File: config.mk
export PLATFORM = sky130hd
export DESIGN_NAME = output_terminal_function_select
export DESIGN_NICKNAME = d
export VERILOG_FILES = /design/src/rtl/output_select_pkg.sv /design/src/rtl/output_terminal_function_select.sv
export VERILOG_INCLUDE_DIRS = /design/src /design/src/rtl
export SDC_FILE = /design/constraint.sdc
export NUM_CORES = 1
export LEC_CHECK = 0
export BUFFER_PORTS_ARGS = -buffer_cell sky130_fd_sc_hd__buf_2
export CORE_MARGIN = 1
export CORE_UTILIZATION = 60
export CTS_BUF_LIST = sky130_fd_sc_hd__clkbuf_16
export DETAILED_ROUTE_END_ITERATION = 6
export GPL_TIMING_DRIVEN = 0
export PLACE_DENSITY_LB_ADDON = 0.05
export SYNTH_ARGS = -nofsm -noshare
export SYNTH_HDL_FRONTEND = slang
export SYNTH_SLANG_ARGS = --single-unit
File: constraint.sdc
create_clock -name aclk -period 6.7 [get_ports aclk]
set_input_delay 1.005 -clock aclk [delete_from_list [all_inputs] [get_ports aclk]]
set_output_delay 1.005 -clock aclk [all_outputs]
set_load 0.05 [all_outputs]
File: src/rtl/output_select_map.svh
// Purpose: offsets, reset values and timing counts for the output function selector
// Assumes: 32-bit AXI4-Lite, one register per aligned word
// Notes:   included by the selector and the testbench
`ifndef OUTPUT_SELECT_MAP_SVH
`define OUTPUT_SELECT_MAP_SVH

`define OFS_MUX_MODE        12'h000
`define OFS_SWITCH_FUNC     12'h004
`define OFS_RELAY_ONE_FUNC  12'h008
`define OFS_RELAY_TWO_FUNC  12'h00C
`define OFS_COLL_ONE_FUNC   12'h010
`define OFS_COLL_TWO_FUNC   12'h014
`define OFS_COMM_OUT        12'h018
`define OFS_OUT_STATUS      12'h01C
`define OFS_PULSE_DIV       12'h020

`define RST_MUX_MODE        8'h00
`define RST_SWITCH_FUNC     8'h00
`define RST_RELAY_ONE_FUNC  8'h02
`define RST_RELAY_TWO_FUNC  8'h00
`define RST_COLL_ONE_FUNC   8'h00
`define RST_COLL_TWO_FUNC   8'h04
`define RST_PULSE_DIV       16'h2710

`define FUNC_CODE_MAX       8'h29
`define CLK_HZ              200000000
`define PULSE_MAX_HZ        10000
`define PLC_PULSE_MS        250
`define PLC_PULSE_CYCLES    (`CLK_HZ / 1000 * `PLC_PULSE_MS)
`define PULSE_DIV_MIN       (`CLK_HZ / (2 * `PULSE_MAX_HZ))

`endif

File: src/rtl/output_select_pkg.sv
// Purpose: types for the output function selector
// Assumes: constants come from output_select_map.svh
// Notes:   status bundle is the drive condition set
package output_select_pkg;

    typedef struct packed {
        logic running;
        logic fault_stop;
        logic zero_freq;
        logic motor_prealarm;
        logic drive_prealarm;
        logic count_set_hit;
        logic count_desig_hit;
        logic length_hit;
        logic plc_cycle_done;
        logic run_time_hit;
        logic set_freq_limited;
        logic out_freq_limited;
        logic torque_stall;
        logic ready_ok;
        logic analog_one_gt_two;
        logic at_upper_limit;
        logic at_lower_limit;
        logic undervoltage;
    } drive_status_t;

    typedef enum logic [1:0] {
        ST_IDLE  = 2'b00,
        ST_RESP  = 2'b01
    } bus_state_t;

    typedef struct packed {
        logic [7:0]  mode;
        logic [39:0] func;
        logic [4:0]  comm_out;
        logic [15:0] pulse_div;
        logic [4:0]  outs;
        logic [31:0] plc_cnt;
        logic        plc_q;
        logic [15:0] div_cnt;
        logic        pulse_lvl;
        bus_state_t  wst;
        logic        bvalid;
        logic [1:0]  bresp;
        logic        rvalid;
        logic [1:0]  rresp;
        logic [31:0] rdata;
    } sel_state_t;

endpackage : output_select_pkg

File: src/rtl/output_terminal_function_select.sv
// Purpose: route drive conditions onto five digital outputs, AXI4-Lite controlled
// Assumes: drive status and aux inputs synchronous to aclk
// Notes:   output bit order 0 switch, 1 relay one, 2 relay two, 3 coll one, 4 coll two
// What this block does
// - mode 0 pulse, mode 1 switch output
// - pulse mode reaches up to 10kHz
// - five outputs, each code 0-41
// - code 0 keeps output inactive
// - code 1 on while running
// - code 2 on at fault stop
// - code 5 on running at 0Hz
// - code 6 on at motor pre-alarm
// - code 7 on at drive pre-alarm
// - codes 8,9 on at count hits
// - code 10 on past length setpoint
// - code 11 gives 250ms pulse per cycle
// - code 12 on past run-time setpoint
// - code 13 on when both frequencies limited
// - code 14 on at torque stall
// - code 15 on when ready to run
// - code 16 on when analog one exceeds two
// - codes 17,18 upper/lower limit, 18 off stopped
// - code 19 on in under-voltage
// - code 20 from comms; 21,22 reserved
// - code 23 on at 0Hz or stopped
//
// Decided for this implementation: the AXI4-Lite interface to the registers and the register addresses.
`timescale 1ns/1ps
`default_nettype none
`include "output_select_map.svh"

module output_terminal_function_select
    import output_select_pkg::*;
#(
    parameter int unsigned PLC_PULSE_LEN = `PLC_PULSE_CYCLES
)(
    input  wire logic          aclk,
    input  wire logic          aresetn,
    input  wire logic [11:0]   s_axi_awaddr,
    input  wire logic          s_axi_awvalid,
    output logic               s_axi_awready,
    input  wire logic [31:0]   s_axi_wdata,
    input  wire logic [3:0]    s_axi_wstrb,
    input  wire logic          s_axi_wvalid,
    output logic               s_axi_wready,
    output logic [1:0]         s_axi_bresp,
    output logic               s_axi_bvalid,
    input  wire logic          s_axi_bready,
    input  wire logic [11:0]   s_axi_araddr,
    input  wire logic          s_axi_arvalid,
    output logic               s_axi_arready,
    output logic [31:0]        s_axi_rdata,
    output logic [1:0]         s_axi_rresp,
    output logic               s_axi_rvalid,
    input  wire logic          s_axi_rready,
    input  wire drive_status_t drive_status,
    input  wire logic [41:0]   aux_condition,
    output logic               multiplex_output_pin,
    output logic               relay_one_contacts,
    output logic               relay_two_contacts,
    output logic               collector_out_one,
    output logic               collector_out_two
);

    sel_state_t st_reg;
    sel_state_t st_next;
    logic       plc_active;
    logic       wr_go;
    logic       rd_go;

    // pick one output's condition from its selection code
    function automatic logic cond_of(input logic [7:0] code, input drive_status_t s,
                                     input logic plc, input logic comm, input logic [41:0] aux);
        logic c;
        c = 1'b0;
        case (code)
            8'h00: c = 1'b0;
            8'h01: c = s.running;
            8'h02: c = s.fault_stop;
            8'h05: c = s.running & s.zero_freq;
            8'h06: c = s.motor_prealarm;
            8'h07: c = s.drive_prealarm;
            8'h08: c = s.count_set_hit;
            8'h09: c = s.count_desig_hit;
            8'h0A: c = s.length_hit;
            8'h0B: c = plc;
            8'h0C: c = s.run_time_hit;
            8'h0D: c = s.set_freq_limited & s.out_freq_limited;
            8'h0E: c = s.torque_stall;
            8'h0F: c = s.ready_ok;
            8'h10: c = s.analog_one_gt_two;
            8'h11: c = s.at_upper_limit;
            8'h12: c = s.running & s.at_lower_limit;
            8'h13: c = s.undervoltage;
            8'h14: c = comm;
            8'h15: c = 1'b0;
            8'h16: c = 1'b0;
            8'h17: c = s.zero_freq | ~s.running;
            default:
            begin
                // out-of-range codes never get here: writes refuse them and keep the old code
                c = (code <= `FUNC_CODE_MAX) ? aux[code[5:0]] : 1'b0;
            end
        endcase
        return c;
    endfunction : cond_of

    // write data with byte strobes merged over the old word
    function automatic logic [31:0] merge(input logic [31:0] old, input logic [31:0] d,
                                          input logic [3:0] stb);
        logic [31:0] r;
        r = old;
        for (int i = 0; i < 4; i++)
            if (stb[i])
                r[i*8 +: 8] = d[i*8 +: 8];
        return r;
    endfunction : merge

    assign plc_active    = (st_reg.plc_cnt != 32'h0);
    assign wr_go         = s_axi_awvalid & s_axi_wvalid & ~st_reg.bvalid;
    assign rd_go         = s_axi_arvalid & ~st_reg.rvalid;
    assign s_axi_awready = wr_go;
    assign s_axi_wready  = wr_go;
    assign s_axi_arready = rd_go;
    assign s_axi_bvalid  = st_reg.bvalid;
    assign s_axi_bresp   = st_reg.bresp;
    assign s_axi_rvalid  = st_reg.rvalid;
    assign s_axi_rresp   = st_reg.rresp;
    assign s_axi_rdata   = st_reg.rdata;

    // next state: bus slave, pulse stretcher, pulse divider and output selection
    always_comb
    begin
        logic [31:0] w;
        logic [7:0]  code;
        logic [31:0] old;
        w    = 32'h0;
        code = 8'h0;
        old  = 32'h0;
        st_next = st_reg;
        st_next.wst = ST_IDLE;
        // write path: both channels taken together, answer one cycle later
        if (wr_go)
        begin
            st_next.bvalid = 1'b1;
            st_next.bresp  = 2'b00;
            case (s_axi_awaddr)
                `OFS_MUX_MODE:      old = {24'h0, st_reg.mode};
                `OFS_SWITCH_FUNC:   old = {24'h0, st_reg.func[7:0]};
                `OFS_RELAY_ONE_FUNC: old = {24'h0, st_reg.func[15:8]};
                `OFS_RELAY_TWO_FUNC: old = {24'h0, st_reg.func[23:16]};
                `OFS_COLL_ONE_FUNC: old = {24'h0, st_reg.func[31:24]};
                `OFS_COLL_TWO_FUNC: old = {24'h0, st_reg.func[39:32]};
                `OFS_COMM_OUT:      old = {27'h0, st_reg.comm_out};
                `OFS_PULSE_DIV:     old = {16'h0, st_reg.pulse_div};
                default:            old = 32'h0;
            endcase
            w = merge(old, s_axi_wdata, s_axi_wstrb);
            // codes above 41 are refused by leaving the old code in place
            code = (w[7:0] <= `FUNC_CODE_MAX) ? w[7:0] : old[7:0];
            case (s_axi_awaddr)
                `OFS_MUX_MODE:       st_next.mode = {7'h0, w[0]};
                `OFS_SWITCH_FUNC:    st_next.func[7:0]   = code;
                `OFS_RELAY_ONE_FUNC: st_next.func[15:8]  = code;
                `OFS_RELAY_TWO_FUNC: st_next.func[23:16] = code;
                `OFS_COLL_ONE_FUNC:  st_next.func[31:24] = code;
                `OFS_COLL_TWO_FUNC:  st_next.func[39:32] = code;
                `OFS_COMM_OUT:       st_next.comm_out = w[4:0];
                `OFS_PULSE_DIV:
                begin
                    // a half period below the floor would exceed 10kHz
                    st_next.pulse_div = (w[15:0] < 16'(`PULSE_DIV_MIN)) ? 16'(`PULSE_DIV_MIN) : w[15:0];
                end
                `OFS_OUT_STATUS:     st_next.bresp = 2'b10;           // read-only
                default:             st_next.bresp = 2'b10;           // unmapped
            endcase
        end
        else if (st_reg.bvalid && s_axi_bready)
            st_next.bvalid = 1'b0;
        // read path: answer one cycle after the address is taken
        if (rd_go)
        begin
            st_next.rvalid = 1'b1;
            st_next.rresp  = 2'b00;
            case (s_axi_araddr)
                `OFS_MUX_MODE:       st_next.rdata = {24'h0, st_reg.mode};
                `OFS_SWITCH_FUNC:    st_next.rdata = {24'h0, st_reg.func[7:0]};
                `OFS_RELAY_ONE_FUNC: st_next.rdata = {24'h0, st_reg.func[15:8]};
                `OFS_RELAY_TWO_FUNC: st_next.rdata = {24'h0, st_reg.func[23:16]};
                `OFS_COLL_ONE_FUNC:  st_next.rdata = {24'h0, st_reg.func[31:24]};
                `OFS_COLL_TWO_FUNC:  st_next.rdata = {24'h0, st_reg.func[39:32]};
                `OFS_COMM_OUT:       st_next.rdata = {27'h0, st_reg.comm_out};
                `OFS_OUT_STATUS:     st_next.rdata = {27'h0, st_reg.outs};
                `OFS_PULSE_DIV:      st_next.rdata = {16'h0, st_reg.pulse_div};
                default:
                begin
                    st_next.rdata = 32'h0;
                    st_next.rresp = 2'b10;
                end
            endcase
        end
        else if (st_reg.rvalid && s_axi_rready)
            st_next.rvalid = 1'b0;
        // one 250ms pulse per completed cycle; a new completion restarts it
        st_next.plc_q = drive_status.plc_cycle_done;
        if (drive_status.plc_cycle_done && !st_reg.plc_q)
            st_next.plc_cnt = PLC_PULSE_LEN;
        else if (plc_active)
            st_next.plc_cnt = st_reg.plc_cnt - 32'h1;
        // square wave for pulse mode, half period in aclk cycles
        if (st_reg.mode[0] || st_reg.div_cnt >= st_reg.pulse_div - 16'h1)
        begin
            st_next.div_cnt = 16'h0;
            st_next.pulse_lvl = st_reg.mode[0] ? 1'b0 : ~st_reg.pulse_lvl;
        end
        else
            st_next.div_cnt = st_reg.div_cnt + 16'h1;
        // registered outputs, one selection per terminal
        for (int i = 0; i < 5; i++)
            st_next.outs[i] = cond_of(st_reg.func[i*8 +: 8], drive_status, plc_active,
                                      st_reg.comm_out[i], aux_condition);
    end

    // state register, synchronous reset
    always_ff @(posedge aclk)
    begin
        if (!aresetn)
        begin
            st_reg <= '0;
            st_reg.mode <= `RST_MUX_MODE;
            st_reg.func <= {`RST_COLL_TWO_FUNC, `RST_COLL_ONE_FUNC, `RST_RELAY_TWO_FUNC,
                            `RST_RELAY_ONE_FUNC, `RST_SWITCH_FUNC};
            st_reg.pulse_div <= `RST_PULSE_DIV;
        end
        else
            st_reg <= st_next;
    end

    // multiplexed pin: pulse train in mode 0, switch level in mode 1
    assign multiplex_output_pin = st_reg.mode[0] ? st_reg.outs[0] : st_reg.pulse_lvl;
    assign relay_one_contacts   = st_reg.outs[1];
    assign relay_two_contacts   = st_reg.outs[2];
    assign collector_out_one    = st_reg.outs[3];
    assign collector_out_two    = st_reg.outs[4];
endmodule : output_terminal_function_select
`default_nettype wire

==> results of run 1 <==
==> worst max-delay path by stage <==
stage                         start          end  cells past startpoint
floorplan                st_reg[97]   st_reg[48]                     14
global placement    s_axi_awaddr[4]  st_reg[135]                      9
detailed placement  s_axi_awaddr[4]  st_reg[143]                      9
CTS                      st_reg[97]   st_reg[48]                     13
global route             st_reg[97]   st_reg[52]                     14
finish                   st_reg[97]   st_reg[48]                     13
==> routing by layer <==
layer  GRT usage, %  wire [um]  up-vias
li1               -          -     5159
met4           25.9       2570        0
met2           66.2      17500      871
met3           11.4       4930      205
met5              0          0        -
met1           53.5      14700     5449
==> synth_stat cells, types with 16 or more instances <==
| cell | number | share of area, % |
|---|---|---|
| nor2_1 | 144 | 5.0 |
| dfxtp_1 | 137 | 25 |
| nand2_1 | 105 | 3.6 |
| clkbuf_1 | 78 | 2.7 |
| a21oi_1 | 74 | 3.4 |
| mux4_2 | 51 | 11 |
| nand3_1 | 49 | 2.3 |
| mux2i_1 | 44 | 4.0 |
| o21ai_0 | 42 | 1.9 |
| buf_4 | 40 | 2.8 |
| xnor2_1 | 30 | 2.4 |
| o211ai_1 | 28 | 1.9 |
| nor3_1 | 27 | 1.2 |
| a22oi_1 | 25 | 1.7 |
| a31oi_1 | 23 | 1.3 |
| xor2_1 | 23 | 1.8 |
| inv_1 | 22 | 0.76 |
| ha_1 | 19 | 2.2 |
| nand2b_1 | 18 | 1.0 |
| and3_1 | 16 | 0.92 |
==> where the power goes <==
part	internal, mW	switching (mW)
registers	0.837	0.0248
logic	0.143	0.230
clock network	0.565	0.420
total	1.55	0.675
==> logic make-up after synthesis <==
| kind of cell | after synthesis | share of synthesized area (%) |
|---|---|---|
| compound gates | 321 | 21.0 |
| other cells | 1 | 0.0344 |
| buf+inv | 163 | 7.37 |
| flops | 137 | 25.2 |
| simple gates | 488 | 23.9 |
| fa+ha+maj | 19 | 2.18 |
| xor+xnor | 53 | 4.26 |
| mux | 110 | 16.1 |
==> worst max-delay path, cell delays in order (launching register included) <==
cell,delay (ps)
dfxtp_1,440
or4_1,580
nor2_1,140
nand2_1,110
nor4_1,570
xnor2_1,200
ha_1,260
a21o_1,170
a21o_1,170
a21o_1,170
a311o_1,300
a2111o_1,490
clkbuf_1,270
nor2_1,150
==> layout make-up <==
cell class | instances | area, sq um
clock inverters | 15 | 184
clock buffers | 17 | 425
repair buffers | 134 | 671
flip-flops and latches | 137 | 2740
plain buffers | 139 | 713
well taps | 225 | 282
fillers | 1461 | 5010
inverters | 24 | 90.1
multi-input cells | 1009 | 7410
==> metrics by stage <==
| step | instances | worst slack [ps] | instance area (sq um) |
|---|---|---|---|
| after floorplan | 1309 | 3260 | 11000 |
| after global placement | 1668 | 2690 | 11900 |
| after detailed placement | 1668 | 2680 | 11900 |
| after CTS | 1700 | 2630 | 12500 |
| after global routing | 1700 | 2440 | 12500 |
| final | 1700 | 2630 | 12500 |
==> impl_metrics.ini, run 1 <==
[yosys]
ys_seq_area_share_pct = 25.2
synth-async-reset-ratio_pct = 0
ys_types = 103
ys_seq_elements = 137
ys.flop_type = dfxtp_1
syn_avg_cell_area_sq_um = 8.43
synthesis.area_sq_mm = 0.0109
yosys_warnings = 0
synth-edff-count = 0
syn_inst = 1292

[worst_setup_path]
cp.arrival_ps = 4440
r2r-start = st_reg[97]
criticalPathCategory = flip-flop to flip-flop
end_kind = flip-flop
rr_worst_depth = 13
rrSetupSlack_ps = 2630
critPathRequiredTime_ps = 7070
reg2reg_to = st_reg[48]
cp_max_fo = 10
critical_path.startpoint_type = flip-flop

[sta]
setup_viol = 0
fmax_mhz = 245
hold_violations = 0
fin_setup_tns_ps = 0
fin_crit_ps = 4070
slew_violations = 0
min_period_over_period_pct = 60.8
rsz0062_at_grt = false
clock_skew_ps = 9.63
worstMarginPinSlew_ps = 1040
timing.hold.ws_ps = 456
relSlewSlack_pct = 29.9

[clock_tree]
clock_path_buffers = 2
cts.clk_slew.worst_paths_ps = 70
htreeDepth = 4
cts_resized = 0
cts_sinks = 137
postCtsSetupRepairBufs = 0
cts_hold_buf = 0
cts_made_buffers = 17
cts_tree = done
worstSkewPairLatency_ps = 430
cts-root-buf = clkbuf_16

[placed_design]
gp_congestion = 0.990
portBuffers = 134
dpl.hpwl_mm = 29.0

[grt]
grt.total_usage_pct = 42.9
grt_pass1_vias = 10800
gr-total-overflow = 0
grt_max_degree = 17
grt_pass1_wl_mm = 59.7
antenna_found_initial = 0

[die]
chipHeight_um = 137
placementRows = 48
ios = 173
die_area_sq_mm = 0.0187
coreArea_sq_mm = 0.0175
start_util_pct = 62.1
fp.dieW_um = 137

[pwr]
p_leak_nw = 4.68
power_density_mw_per_mm2 = 177
ir_worst_vdd_mv = 0.336
total_power_mw = 2.22

[layout]
mostFrequentLayoutCells = 144 x nor2_1, 142 x buf_2, 137 x dfxtp_1, 105 x nand2_1, 78 x clkbuf_1
diodes = 0
final_common_cell = nor2_1
synthToLayoutAreaGrowth_pct = 14.9
fin_nets = 1608
largest_reg_flops = 113
drive_above_1_share_pct = 21.9
fin_util_pct = 71.4

[detailed_routing]
viasPerCell = 6.87
num_vias = 11700
post-route-drc-count = 0
drt_iter0_drc = 1435
first_pass_iters = 6
post_drt_wl_per_cell_um = 23.3
wirelength_mm = 39.7
antenna_left = 0

[min_path]
min_to = s_axi_rdata[2]
hp-start = s_axi_rdata[2]
hp-class = flip-flop to flip-flop
min_path_cells = 2

[run_status]
status = finished, final reports clean

[run]
drv_cap = 0
No activity file was read; power rests on OpenSTA's default activity.
==> run 2: changes to the inputs <==
Settings changed: CORE_UTILIZATION 60 to 58.
Clock period 6.7 ns to 4 ns, I/O delays scaled along.
==> run 2 against run 1 <==
Against the previous run: the flow now finishes with violations (design-rule violations); core utilization shrank 2.8 points; worst hold slack lost 45 ps; wire length is 3.2% lower; via count decreased by 2.1%; sequential power up 67%; non-clock buffer count down 1; critical endpoint is now st_reg[44].
==> impl_metrics.ini, run 2 (synthesis results as in run 1) <==
[sta]
clock_skew_ps = 11.7
hold_violations = 0
fin_ws_ps = 231
relSlewSlack_pct = 18.2
fin_crit_ps = 3770
worstMarginPinSlew_ps = 1210
setup_viol = 0
fmax_mhz = 265
fin_setup_tns_ps = 0
timing.hold.ws_ps = 411
min_period_over_period_pct = 94.2
slew_violations = 0
rsz0062_at_grt = false

[clock_tree]
cts-root-buf = clkbuf_16
cts_sinks = 137
postCtsSetupRepairBufs = 0
htreeDepth = 4
cts_resized = 0
cts_made_buffers = 17
cts.clk_slew.worst_paths_ps = 70
cts_tree = done
cts_hold_buf = 0
worstSkewPairLatency_ps = 440
clock_path_buffers = 2

[grt]
grt_pass1_wl_mm = 58.6
grt.total_usage_pct = 39.7
antenna_found_initial = 0
grt_max_degree = 17
gr-total-overflow = 0
grt_pass1_vias = 10500

[worst_setup_path]
critical_path.startpoint_type = flip-flop
slowest_delay_ps = 590
cp_max_fo = 15
cp.arrival_ps = 4140
critPathRequiredTime_ps = 4370
path_depth = 13
critPathBufInv = 0
rr_worst_depth = 13
critPathSlowestCell = a2111o_1
worstPathCellList = or4_1 -> nor2_1 -> nand3_1 -> nor3_1 -> xnor2_1 -> ha_1 -> a21o_1 -> a21o_1 -> a21o_1 -> a21o_1 -> a311o_1 -> a2111o_1 -> nor2_1
end_kind = flip-flop
crit_top_cell = a21o_1
cp_top_family = compound AO/OA/AOI/OAI gates
criticalPathCategory = flip-flop to flip-flop

[die]
coreArea_sq_mm = 0.0182
start_util_pct = 59.8
ios = 173
die_area_sq_mm = 0.0193
placementRows = 49
fp.dieW_um = 139
chipHeight_um = 139

[layout]
layoutNonFillerInstCount = 1703
largest_reg_flops = 113
final.fill_count = 1523
mostFrequentLayoutCells = 144 x nor2_1, 142 x buf_2, 137 x dfxtp_1, 105 x nand2_1, 77 x clkbuf_1
diodes = 0
drive_above_1_share_pct = 22.0
final_common_cell = nor2_1
synthToLayoutAreaGrowth_pct = 14.6
fin_nets = 1607

[detailed_routing]
antenna_left = 0
wirelength_mm = 38.4
first_pass_iters = 7
viasPerCell = 6.72
post-route-drc-count = 13
num_vias = 11400
post_drt_wl_per_cell_um = 22.5
drt_iter0_drc = 1542

[pwr]
power_density_mw_per_mm2 = 288
combPwrFrac_pct = 17.1
ir_worst_vdd_mv = 0.312
power.switching_mw = 1.12
clockPowerShare_pct = 42.7
power_frac_seq_pct = 40.1
p_sw_share_pct = 31.3
p_leak_nw = 4.66
intPower_mw = 2.47

[min_path]
hp-class = primary input to flip-flop
min_path_cells = 2

[placed_design]
gp_congestion = 0.999
place_inst = 1672
dpl.hpwl_mm = 28.7
pre_cts_slack_ps = 69.1
portBuffers = 134

[run_status]
failed_checks = design-rule violations
status = finished with violations

[run]
drv_cap = 0
==> run 2: worst paths after layout <==
kind / startpoint / endpoint / slack (ps)
max reg2reg: st_reg[97] / st_reg[44] / 230
min: drive_status[9] / st_reg[57] / 410
max: st_reg[97] / st_reg[44] / 230
min reg2reg: s_axi_bresp[1] / s_axi_bresp[1] / 450
==> run 2: cell type report <==
class | count | area [sq um] | area share (%)
tap | 229 | 287 | 2.29
buffer | 138 | 709 | 5.68
inverter | 24 | 90.1 | 0.721
clock buffer | 17 | 425 | 3.41
sequential | 137 | 2740 | 22.0
multi-input combinational | 1009 | 7420 | 59.4
clock inverter | 15 | 146 | 1.17
timing repair buffer | 134 | 671 | 5.37
==> run 2: power groups by stage <==
stage / Clock (mW) / Combinational (mW) / Sequential, mW
after global routing: 1.60 / 0.660 / 1.45
after CTS: 1.54 / 0.605 / 1.44
after floorplan: 0 / 0.412 / 1.47
final: 1.54 / 0.616 / 1.44
after global placement: 0 / 0.594 / 1.47
after detailed placement: 0 / 0.602 / 1.47
==> run 2: per-stage QoR <==
step / total power [mW] / util, % / cell area (sq um)
floorplan: 1.88 / - / 11000
global placement: 2.06 / 65.5 / 11900
detailed placement: 2.07 / 65.5 / 11900
CTS: 3.59 / 68.6 / 12500
global route: 3.71 / 68.6 / 12500
finish: 3.59 / 68.6 / 12500
==> run 2: routing by layer <==
layer / global-route usage (%) / up-vias / routed length [um]
met1: 50.1 / 5299 / 14800
li1: - / 5161 / -
met3: 10.3 / 159 / 4570
met2: 62.1 / 821 / 17000
met5: 0 / - / 0
met4: 21.9 / 0 / 2050
==> run 2: worst register-to-register path: stages, from the launching register on <==
cell and delay [ps]:
dfxtp_1 410, or4_1 570, nor2_1 150, nand3_1 140, nor3_1 250, xnor2_1 180
ha_1 270, a21o_1 160, a21o_1 170, a21o_1 160, a21o_1 170, a311o_1 290
a2111o_1 590, nor2_1 190
